## config.mk

```make
export PLATFORM = sky130hd
export DESIGN_NAME = lcs_link_control_status
export DESIGN_NICKNAME = d
export VERILOG_FILES = /design/src/logic/lcs_pkg.sv /design/src/logic/lcs_wb_slave.sv /design/src/logic/lcs_link_control_status.sv
export SDC_FILE = /design/constraint.sdc
export NUM_CORES = 1
export LEC_CHECK = 0
export ABC_AREA = 1
export BUFFER_PORTS_ARGS = -buffer_cell sky130_fd_sc_hd__buf_4
export CAP_MARGIN = 20
export CELL_PAD_IN_SITES_DETAIL_PLACEMENT = 1
export CELL_PAD_IN_SITES_GLOBAL_PLACEMENT = 2
export CORE_UTILIZATION = 21
export CTS_BUF_LIST = sky130_fd_sc_hd__clkbuf_8 sky130_fd_sc_hd__clkbuf_16
export DETAILED_ROUTE_END_ITERATION = 6
export GPL_TIMING_DRIVEN = 0
export PLACE_DENSITY = 0.82
export REMOVE_ABC_BUFFERS = 1
export SYNTH_ARGS = -nofsm -noshare
export SYNTH_HDL_FRONTEND = slang
export SYNTH_SLANG_ARGS = --single-unit
```

## constraint.sdc

```tcl
create_clock -name clk_sys -period 1.7 [get_ports clk_sys]
set_input_delay 0.34 -clock clk_sys [delete_from_list [all_inputs] [get_ports clk_sys]]
set_output_delay 0.34 -clock clk_sys [all_outputs]
set_load 0.02 [all_outputs]
```

## src/logic/lcs_pkg.sv

```systemverilog
// Package of offsets, fields, reset values and timing constants for the link control block.
package lcs_pkg;

    // ------------------------------------------------------------------
    // Register map
    // ------------------------------------------------------------------
    localparam logic [7:0] ADDR_LINK_CTL_STS = 8'hf0;
    localparam logic [7:0] ADDR_IRQ_STATUS   = 8'hf8;
    localparam logic [7:0] ADDR_IRQ_MASK     = 8'hfc;
    localparam logic [7:0] ADDR_PORT_CFG     = 8'he8;

    // ------------------------------------------------------------------
    // Link control fields
    // ------------------------------------------------------------------
    localparam int ASPM_LO      = 0;
    localparam int ASPM_HI      = 1;
    localparam int RCB_BIT      = 3;
    localparam int LINK_DIS_BIT = 4;
    localparam int RETRAIN_BIT  = 5;
    localparam int COM_CLK_BIT  = 6;
    localparam int EXT_SYNC_BIT = 7;

    localparam logic [1:0] ASPM_OFF    = 2'h0;
    localparam logic [1:0] ASPM_L0S    = 2'h1;
    localparam logic [1:0] ASPM_L1     = 2'h2;
    localparam logic [1:0] ASPM_BOTH   = 2'h3;

    // ------------------------------------------------------------------
    // Link status fields
    // ------------------------------------------------------------------
    localparam int SPEED_LO     = 16;
    localparam int SPEED_HI     = 19;
    localparam int WIDTH_LO     = 20;
    localparam int WIDTH_HI     = 25;
    localparam int TRN_ERR_BIT  = 26;
    localparam int TRAINING_BIT = 27;
    localparam int SLOT_CLK_BIT = 28;
    localparam int DL_ACT_BIT   = 29;

    localparam logic [3:0] SPEED_2G5   = 4'h1;
    localparam logic [5:0] WIDTH_RESET = 6'h01;

    // ------------------------------------------------------------------
    // Interrupt status bits
    // ------------------------------------------------------------------
    localparam int IRQ_W          = 4;
    localparam int IRQ_TRN_DONE   = 0;
    localparam int IRQ_TRN_ERR    = 1;
    localparam int IRQ_DL_UP      = 2;
    localparam int IRQ_DL_DOWN    = 3;

    // ------------------------------------------------------------------
    // Ordered set counts for extended synchronisation
    // ------------------------------------------------------------------
    localparam logic [12:0] FTS_NORMAL = 13'h00ff;
    localparam logic [12:0] FTS_EXT    = 13'h1000;
    localparam logic [12:0] TS1_NORMAL = 13'h0010;
    localparam logic [12:0] TS1_EXT    = 13'h0400;

endpackage : lcs_pkg

```

## src/logic/lcs_wb_slave.sv

```systemverilog
// Classic Wishbone slave front end: one-cycle ack, decoded strobes.
`timescale 1ns/1ns
module lcs_wb_slave (
    // Clock and reset
    input  wire logic        clk_sys,
    input  wire logic        rst,
    // Wishbone
    input  wire logic        wb_cyc_i,
    input  wire logic        wb_stb_i,
    input  wire logic        wb_we_i,
    output logic             wb_ack_o,
    // Strobes to the register file
    output logic             wrStb,
    output logic             rdStb
);

    logic reqLive;

    // ------------------------------------------------------------------
    // Handshake
    // ------------------------------------------------------------------
    // Ack is registered and lasts one cycle; a held request is masked in the ack cycle and retaken in the cycle after.
    assign reqLive = wb_cyc_i & wb_stb_i & ~wb_ack_o;
    assign wrStb   = reqLive & wb_we_i;
    assign rdStb   = reqLive & ~wb_we_i;

    always_ff @(posedge clk_sys) begin
        if (rst) begin
            wb_ack_o <= 1'b0;
        end else begin
            wb_ack_o <= reqLive;
        end
    end

endmodule : lcs_wb_slave

```

## src/logic/lcs_link_control_status.sv

```systemverilog
// Link control and link status register bank of one PCI Express port.
//
// Contract
// - ASPM field 00 off,01 L0s,10 L1,11 both
// - Receiver L0s entry always allowed
// - Read completion boundary bit reads zero
// - Link disable downstream only; upstream hardwired zero
// - Retrain downstream only; always reads zero
// - Common clock bit read-write, resets zero
// - Extended sync: 4096 FTS, 1024 TS1
// - Link speed reads 0001b
// - Negotiated width reported in bits 25:20
// - Training error set on failure, cleared on L0
// - Link training bit high during training
// - Slot clock bit from strap or load
// - Data link active follows DL_Active state
`timescale 1ns/1ns
module lcs_link_control_status #(
    parameter int WIDTH_W = 6
) (
    // Clock and reset
    input  wire logic               clk_sys,
    input  wire logic               rst,
    // Wishbone slave
    input  wire logic               wb_cyc_i,
    input  wire logic               wb_stb_i,
    input  wire logic               wb_we_i,
    input  wire logic [7:0]         wb_adr_i,
    input  wire logic [3:0]         wb_sel_i,
    input  wire logic [31:0]        wb_dat_i,
    output logic      [31:0]        wb_dat_o,
    output logic                    wb_ack_o,
    // Port identity and straps
    input  wire logic               isDownstream,
    input  wire logic               slotClkStrap,
    // Link training and data link layer status
    input  wire logic               trainActive,
    input  wire logic               trainFail,
    input  wire logic               trainDoneL0,
    input  wire logic [WIDTH_W-1:0] negWidth,
    input  wire logic               dlActive,
    // Controls to the link layers
    output logic      [1:0]         aspmCtl,
    output logic                    txL0sEnable,
    output logic                    txL1Enable,
    output logic                    rxL0sEnable,
    output logic                    linkDisable,
    output logic                    retrainPulse,
    output logic                    commonClk,
    output logic      [12:0]        ftsCount,
    output logic      [12:0]        ts1Count,
    // Interrupt
    output logic                    irq
);

    // ------------------------------------------------------------------
    // Declarations
    // ------------------------------------------------------------------
    localparam int IRQ_LOCAL = lcs_pkg::IRQ_W;

    logic                  wrStb;
    logic                  rdStb;
    logic [1:0]            aspm_r;
    logic                  linkDis_r;
    logic                  comClk_r;
    logic                  extSync_r;
    logic                  trnErr_r;
    logic                  slotClk_r;
    logic                  strapTaken_r;
    logic [IRQ_LOCAL-1:0]  irqStat_r;
    logic [IRQ_LOCAL-1:0]  irqStat_nxt;
    logic [IRQ_LOCAL-1:0]  irqMask_r;
    logic [IRQ_LOCAL-1:0]  irqEvt;
    logic                  dlActive_r;
    logic [31:0]           ctlStsWord;
    logic [31:0]           rdData;
    logic                  wrCtl;
    logic                  wrPortCfg;

    // Write of one byte lane of a word, used by every writable register.
    function automatic logic laneWr(input logic [3:0] sel, input int bitPos);
        laneWr = sel[bitPos/8];
    endfunction : laneWr

    // ------------------------------------------------------------------
    // Bus front end
    // ------------------------------------------------------------------
    lcs_wb_slave u_wb (
        .clk_sys  (clk_sys),
        .rst      (rst),
        .wb_cyc_i (wb_cyc_i),
        .wb_stb_i (wb_stb_i),
        .wb_we_i  (wb_we_i),
        .wb_ack_o (wb_ack_o),
        .wrStb    (wrStb),
        .rdStb    (rdStb)
    );

    assign wrCtl     = wrStb && (wb_adr_i == lcs_pkg::ADDR_LINK_CTL_STS)
                       && laneWr(wb_sel_i, 0);
    assign wrPortCfg = wrStb && (wb_adr_i == lcs_pkg::ADDR_PORT_CFG)
                       && laneWr(wb_sel_i, 0);

    // ------------------------------------------------------------------
    // Link control
    // ------------------------------------------------------------------
    always_ff @(posedge clk_sys) begin
        if (rst) begin
            aspm_r    <= lcs_pkg::ASPM_OFF;
            linkDis_r <= 1'b0;
            comClk_r  <= 1'b0;
            extSync_r <= 1'b0;
        end else if (wrCtl) begin
            aspm_r    <= wb_dat_i[lcs_pkg::ASPM_HI:lcs_pkg::ASPM_LO];
            linkDis_r <= wb_dat_i[lcs_pkg::LINK_DIS_BIT] & isDownstream;
            comClk_r  <= wb_dat_i[lcs_pkg::COM_CLK_BIT];
            extSync_r <= wb_dat_i[lcs_pkg::EXT_SYNC_BIT];
        end else if (!isDownstream) begin
            linkDis_r <= 1'b0;
        end
    end

    // Retrain is a strobe only; nothing is stored for readback.
    always_ff @(posedge clk_sys) begin
        if (rst) begin
            retrainPulse <= 1'b0;
        end else begin
            retrainPulse <= wrCtl && wb_dat_i[lcs_pkg::RETRAIN_BIT] && isDownstream;
        end
    end

    assign aspmCtl     = aspm_r;
    assign txL0sEnable = (aspm_r == lcs_pkg::ASPM_L0S) || (aspm_r == lcs_pkg::ASPM_BOTH);
    assign txL1Enable  = (aspm_r == lcs_pkg::ASPM_L1) || (aspm_r == lcs_pkg::ASPM_BOTH);
    assign rxL0sEnable = 1'b1;
    assign linkDisable = linkDis_r;
    assign commonClk   = comClk_r;
    assign ftsCount    = extSync_r ? lcs_pkg::FTS_EXT : lcs_pkg::FTS_NORMAL;
    assign ts1Count    = extSync_r ? lcs_pkg::TS1_EXT : lcs_pkg::TS1_NORMAL;

    // ------------------------------------------------------------------
    // Link status
    // ------------------------------------------------------------------
    always_ff @(posedge clk_sys) begin
        if (rst) begin
            trnErr_r <= 1'b0;
        end else if (trainFail) begin
            trnErr_r <= 1'b1;
        end else if (trainDoneL0) begin
            trnErr_r <= 1'b0;
        end
    end

    // Strap is caught on the first clock after reset release; software may override it.
    always_ff @(posedge clk_sys) begin
        if (rst) begin
            slotClk_r    <= 1'b0;
            strapTaken_r <= 1'b0;
        end else if (!strapTaken_r) begin
            slotClk_r    <= slotClkStrap;
            strapTaken_r <= 1'b1;
        end else if (wrPortCfg) begin
            slotClk_r    <= wb_dat_i[0];
        end
    end

    always_ff @(posedge clk_sys) begin
        if (rst) begin
            dlActive_r <= 1'b0;
        end else begin
            dlActive_r <= dlActive;
        end
    end

    always_comb begin
        ctlStsWord = 32'h0000_0000;
        ctlStsWord[lcs_pkg::ASPM_HI:lcs_pkg::ASPM_LO] = aspm_r;
        ctlStsWord[lcs_pkg::RCB_BIT]      = 1'b0;
        ctlStsWord[lcs_pkg::LINK_DIS_BIT] = linkDis_r;
        ctlStsWord[lcs_pkg::RETRAIN_BIT]  = 1'b0;
        ctlStsWord[lcs_pkg::COM_CLK_BIT]  = comClk_r;
        ctlStsWord[lcs_pkg::EXT_SYNC_BIT] = extSync_r;
        ctlStsWord[lcs_pkg::SPEED_HI:lcs_pkg::SPEED_LO] = lcs_pkg::SPEED_2G5;
        ctlStsWord[lcs_pkg::WIDTH_HI:lcs_pkg::WIDTH_LO] = 6'(negWidth);
        ctlStsWord[lcs_pkg::TRN_ERR_BIT]  = trnErr_r;
        ctlStsWord[lcs_pkg::TRAINING_BIT] = trainActive;
        ctlStsWord[lcs_pkg::SLOT_CLK_BIT] = slotClk_r;
        ctlStsWord[lcs_pkg::DL_ACT_BIT]   = dlActive;
    end

    // ------------------------------------------------------------------
    // Interrupts
    // ------------------------------------------------------------------
    always_comb begin
        irqEvt = '0;
        irqEvt[lcs_pkg::IRQ_TRN_DONE] = trainDoneL0;
        irqEvt[lcs_pkg::IRQ_TRN_ERR]  = trainFail;
        irqEvt[lcs_pkg::IRQ_DL_UP]    = dlActive & ~dlActive_r;
        irqEvt[lcs_pkg::IRQ_DL_DOWN]  = ~dlActive & dlActive_r;
    end

    // A read of the status clears it, but an event in the same cycle stays set.
    always_comb begin
        irqStat_nxt = irqStat_r;
        if (rdStb && (wb_adr_i == lcs_pkg::ADDR_IRQ_STATUS)) begin
            irqStat_nxt = '0;
        end
        irqStat_nxt = irqStat_nxt | irqEvt;
    end

    always_ff @(posedge clk_sys) begin
        if (rst) begin
            irqStat_r <= '0;
        end else begin
            irqStat_r <= irqStat_nxt;
        end
    end

    always_ff @(posedge clk_sys) begin
        if (rst) begin
            irqMask_r <= '0;
        end else if (wrStb && (wb_adr_i == lcs_pkg::ADDR_IRQ_MASK) && laneWr(wb_sel_i, 0)) begin
            irqMask_r <= wb_dat_i[IRQ_LOCAL-1:0];
        end
    end

    assign irq = |(irqStat_r & irqMask_r);

    // ------------------------------------------------------------------
    // Read data
    // ------------------------------------------------------------------
    always_comb begin
        rdData = 32'h0000_0000;
        if (wb_adr_i == lcs_pkg::ADDR_LINK_CTL_STS) begin
            rdData = ctlStsWord;
        end else if (wb_adr_i == lcs_pkg::ADDR_IRQ_STATUS) begin
            rdData[IRQ_LOCAL-1:0] = irqStat_r;
        end else if (wb_adr_i == lcs_pkg::ADDR_IRQ_MASK) begin
            rdData[IRQ_LOCAL-1:0] = irqMask_r;
        end else if (wb_adr_i == lcs_pkg::ADDR_PORT_CFG) begin
            rdData[0] = slotClk_r;
            rdData[1] = isDownstream;
        end
    end

    always_ff @(posedge clk_sys) begin
        if (rst) begin
            wb_dat_o <= 32'h0000_0000;
        end else if (rdStb) begin
            wb_dat_o <= rdData;
        end
    end

endmodule : lcs_link_control_status

```

# Word-level counts from Yosys, hierarchy flattened
# Cells that the tools add are included.
# totals
mem_bits_ro	0
latch_bits	0
ramBits	0
wordCells	64
n_memories	0
out_inout_bits	68
in_bits	61
ff_bits	51
# classes
shift	0
n_reduce_logical	13
n_bitwise	13
n_mux	16
addsub	0
div_mod_pow	0
n_mul	0
magnitude_cmp	0
eq_ne	9
# ops
cell	n
$eq 8x8->1 const B	4
$mux 26	1
$mux 13	1
$mux 4	3
$mux 11	1
$logic_and 1x1->1	9
$and 1x1->1	7
$mux 1	7
$mux 2	3
$and 4x4->4	1
$eq 2x2->1 const B	2
$ne 2x1->1 const B	2
$not 1->1	4
$or 4x4->4	1
$reduce_or 4->1	1
$eq 2x1->1 const B	1
$logic_or 1x1->1	2
$reduce_bool 2->1	1

# Depth between registers and ports, before layout
# logic_depth
word_depth	7
mapped_depth	8
ltp_nobuf	8

# Cells and area by module
# A second synthesis with hierarchy kept.
# hier_totals
hier_cells	252
hier_area_um2	1908.1
# by_module_without_submodules
module	instances	area_each_um2	seq_area_each_um2	cells_each
lcs_link_control_status	1	1859.3	720.7	245
lcs_wb_slave	1	48.8	20.0	7

# Worst setup path before layout
# No wires, ideal clock.
# synth_timing
kind	reg2reg
startpoint	register u_wb.wb_ack_o
endpoint	register wb_dat_o[28]
path_stages_with_launch	9
required_ns	1.629
path_buffers	1
arrival_ns	1.234
setup_time_ns	0.071
path_slack_ns	0.395
synth_period_minus_slack_ns	1.305
path_cell_list	dfxtp_1 inv_1 nand3_2 nor2_4 inv_2 nor3_4 buf_6 nand2_1 a21oi_1
# synth_between
elab_chain_len	3
# synth_rtl
element	line_no	source
from (decl)	lcs_wb_slave.sv:11	output logic wb_ack_o,
from (signal assigned)	lcs_wb_slave.sv:31	wb_ack_o <= reqLive;
$not 1->1	lcs_wb_slave.sv:23	assign reqLive = wb_cyc_i & wb_stb_i & ~wb_ack_o;
$and 1x1->1	lcs_wb_slave.sv:23	
$and 1x1->1	lcs_wb_slave.sv:25	assign rdStb = reqLive & ~wb_we_i;
to (signal assigned)	lcs_link_control_status.sv:250	wb_dat_o <= rdData;
to (decl)	lcs_link_control_status.sv:31	output logic [31:0] wb_dat_o,
# No other way between the ends.
# A chain may end at the register's enable or synchronous reset.

# Worst setup path in the final report
# layout_timing
startpoint	register u_wb.wb_ack_o
endpoint	register wb_dat_o[24]
# Same word-level chain as after synthesis.

==> summary.md <==
| Metric | Value |
|---|---|
| Dpl cells | `411` |
| VDD IR max | `0.000239 V` |
| WHS Endpoint | `trnErr_r` |
| Synth cell types | `20` |
| WP data arrival | `1.76 ns` |
| Delay-heaviest family, CP | `simple AND/OR/NAND/NOR gates` |
| Layout cells sized above 1 | `27.8%` |
| Yosys warning count | `0` |
| Final Instance Count excl. Fillers | `421` |
| Hold Path Origin | `trainDoneL0` |
| Clock root buffer | `clkbuf_8` |
| Clk sink count | `37` |
| Kind of critical path | `flop to flop` |
| Post-route ant nets | `0` |
| Pwr Total | `1.69 mW` |
| CP Data Required Time | `1.92 ns` |
| 1st-pass router iterations | `4` |
| CTS tree | `done` |
| Synthesized cell area | `0.00183 mm2` |
| Vias in the first global route | `1,531` |
| WHS Path Cells | `4` |
| CP Launch Type | `flop` |
| CP Max Fanout | `19` |
| Hold Violations, Final | `0` |
| Outcome | `complete, no violations` |
| Core area | `0.00830 mm2` |
| Via count | `1,694` |
| Fin crit period | `1.54 ns` |
| Max stage delay on crit path | `0.31 ns` |
| Initial core utilization | `22.0%` |
| Sequential area share after synthesis | `40.5%` |
| Unrepaired setup endpoints after global routing | `false` |
| Largest net degree at the start of global routing | `25` |
| Die height | `95.3 um` |
| Max Transition Viols Final | `0` |
| Leak Pwr | `1.11 nW` |
| Drt total wl | `4830 um` |
| H-tree levels | `2` |
| Synth-to-Final Area Change | `29.3%` |
| Post-synth EDFFs | `0` |
| PortBufs | `71` |
| Fill cells | `1,021` |
| Final nets | `376` |
| Slowest-stage cell, CP | `dfxtp_1` |
| Row count | `33` |
| First-pass GRT wire length | `7250 um` |
| DRC violations left | `0` |
| RR Startpoint | `u_wb.wb_ack_o` |
| Clock skew | `0.00598 ns` |
| All-layer global routing usage | `10.6%` |
| CP endpoint kind | `flop` |
| DIE AREA | `0.00908 mm2` |
| CP bufs+invs | `3` |
| Register-to-Register Path Depth | `8` |
| Worst-path clk slew | `0.08 ns` |
| Final setup viols | `0` |
| Async S/R FF share, synth | `0%` |
| Min-Delay Path Class | `input port to flop` |
| Initial antenna violation count | `0` |
| Reg2reg setup slack | `0.16 ns` |
| Via-to-Cell Ratio | `4.02` |
| Syn avg cell area | `7.19 um2` |
| I/O Pins | `129` |
| Gates resized, CTS repair | `0` |
| Most used DFF post-synth | `dfxtp_1` |
| Pwr/cell area | `716 mW/mm2` |
| Mapped Cells | `254` |
| Register bit total from synthesis | `37` |
| Fin Hold WS | `0.303 ns` |
| Placer Congestion | `0.780` |
| Number of DRC markers in iteration 0 | `42` |
| WL/cell | `11.5 um` |
| Clk buf depth | `2` |
| Number of buffers created by CTS | `5` |
| Chip width | `95.3 um` |
| F_max | `649 MHz` |
| HPWL Detailed | `3710 um` |
| Final period util | `90.6%` |
| Max Cap Viol | `0` |
| ANT cells | `0` |
| Grt total ovfl | `0` |
| RR Endpoint | `wb_dat_o[24]` |
| CP Cell Sequence | `inv_1 -> nand3_2 -> nor2_4 -> inv_2 -> nor3_4 -> buf_4 -> nand2_1 -> a21oi_1` |
| Clk Latency, worst-skew pair | `0.29 ns` |
[kinds of logic after synthesis]
| kind of cell | share of synthesized area [%] |
|---|---|
| AND/OR/NAND/NOR | 27.9 |
| buffers and inverters | 22.1 |
| flip-flops | 40.5 |
| AO/OA/AOI/OAI | 9.04 |
| other | 0.411 |
[per-layer routing]
| metal | GRT usage [%] | share of wire, % |
|---|---|---|
| met1 | 12.0 | 41 |
| met2 | 19.1 | 50 |
| met5 | 0 | 0 |
| met3 | 3.75 | 8.7 |
| met4 | 2.27 | 0.31 |
[synth_stat cells (2+ instances only)]
cell | number | area (um2)
buf_4 | 40 | 300
nand4_1 | 3 | 18.8
dfxtp_1 | 37 | 741
conb_1 | 2 | 7.51
o21ai_0 | 10 | 50.1
nor2_2 | 2 | 12.5
nand2_1 | 60 | 225
nand3_1 | 18 | 90.1
inv_1 | 17 | 63.8
clkbuf_1 | 5 | 18.8
a21oi_1 | 23 | 115
nor2_1 | 29 | 109
[worst min-delay path: stages]
cell and delay (ns):
buf_4 0.07, inv_1 0.04, nand2_1 0.05, a21oi_1 0.05
[state kept, by name (all words and copies together), names as in the netlist]
name and flops:
wb_dat_o 18, irqMask_r 4, irqStat_r 4, aspmCtl 2, commonClk 1, dlActive_r 1
extSync_r 1, linkDisable 1, retrainPulse 1, slotClk_r 1, strapTaken_r 1, trnErr_r 1
u_wb.wb_ack_o 1
[power by group]
group	switching, mW	total (mW)	internal (mW)
sequential	0.0103	0.891	0.881
combinational	0.130	0.199	0.0681
clock	0.319	0.602	0.283
total	0.460	1.69	1.23
[layout by cell type (no fill, tap or decap), types with 3 or more instances in the layout]
master    netlist  layout
nor2_1         29      29
nand2_1        60      60
clkbuf_8        0       5
nand4_1         3       3
nand3_1        18      18
inv_1          17      17
conb_1          2      30
o21ai_0        10      10
dfxtp_1        37      37
buf_4          40      73
a21oi_1        23      23
[worst max-delay path by stage]
stage,start,end,cells past startpoint
finish,u_wb.wb_ack_o,wb_dat_o[24],8
global route,u_wb.wb_ack_o,wb_dat_o[4],8
CTS,u_wb.wb_ack_o,wb_dat_o[4],8
detailed placement,wb_cyc_i,wb_dat_o[24],7
global placement,wb_cyc_i,wb_dat_o[27],7
floorplan,extSync_r,ftsCount[0],1
[timing repair]
action	4_1_cts	5_1_grt
setup buffers	2	0
hold buffers	0	0
setup endpoints to repair	13	0
[per-stage QoR]
stage          instance area (um2)  worst slack [ns]  TNS (ns)  util, %
4_1_cts                       2360             0.136         0     28.5
6_report                      2360             0.160         0     28.5
5_1_grt                       2360            0.0390         0     28.5
3_5_place_dp                  2260            -0.182     -1.91     27.2
3_3_place_gp                  2260            -0.117     -1.30     27.2
2_1_floorplan                 1600            -0.191     -1.87        -
[layout make-up]
class / count / area (um2) / share of cell area [%]
clock buffer: 5 / 68.8 / 2.91
clock inverter: 3 / 17.5 / 0.742
inverter: 18 / 67.6 / 2.86
multi-input combinational: 180 / 788 / 33.4
sequential: 37 / 741 / 31.4
tap: 105 / 131 / 5.56
timing repair buffer: 73 / 548 / 23.2
No activity file was read; power rests on OpenSTA's default activity.
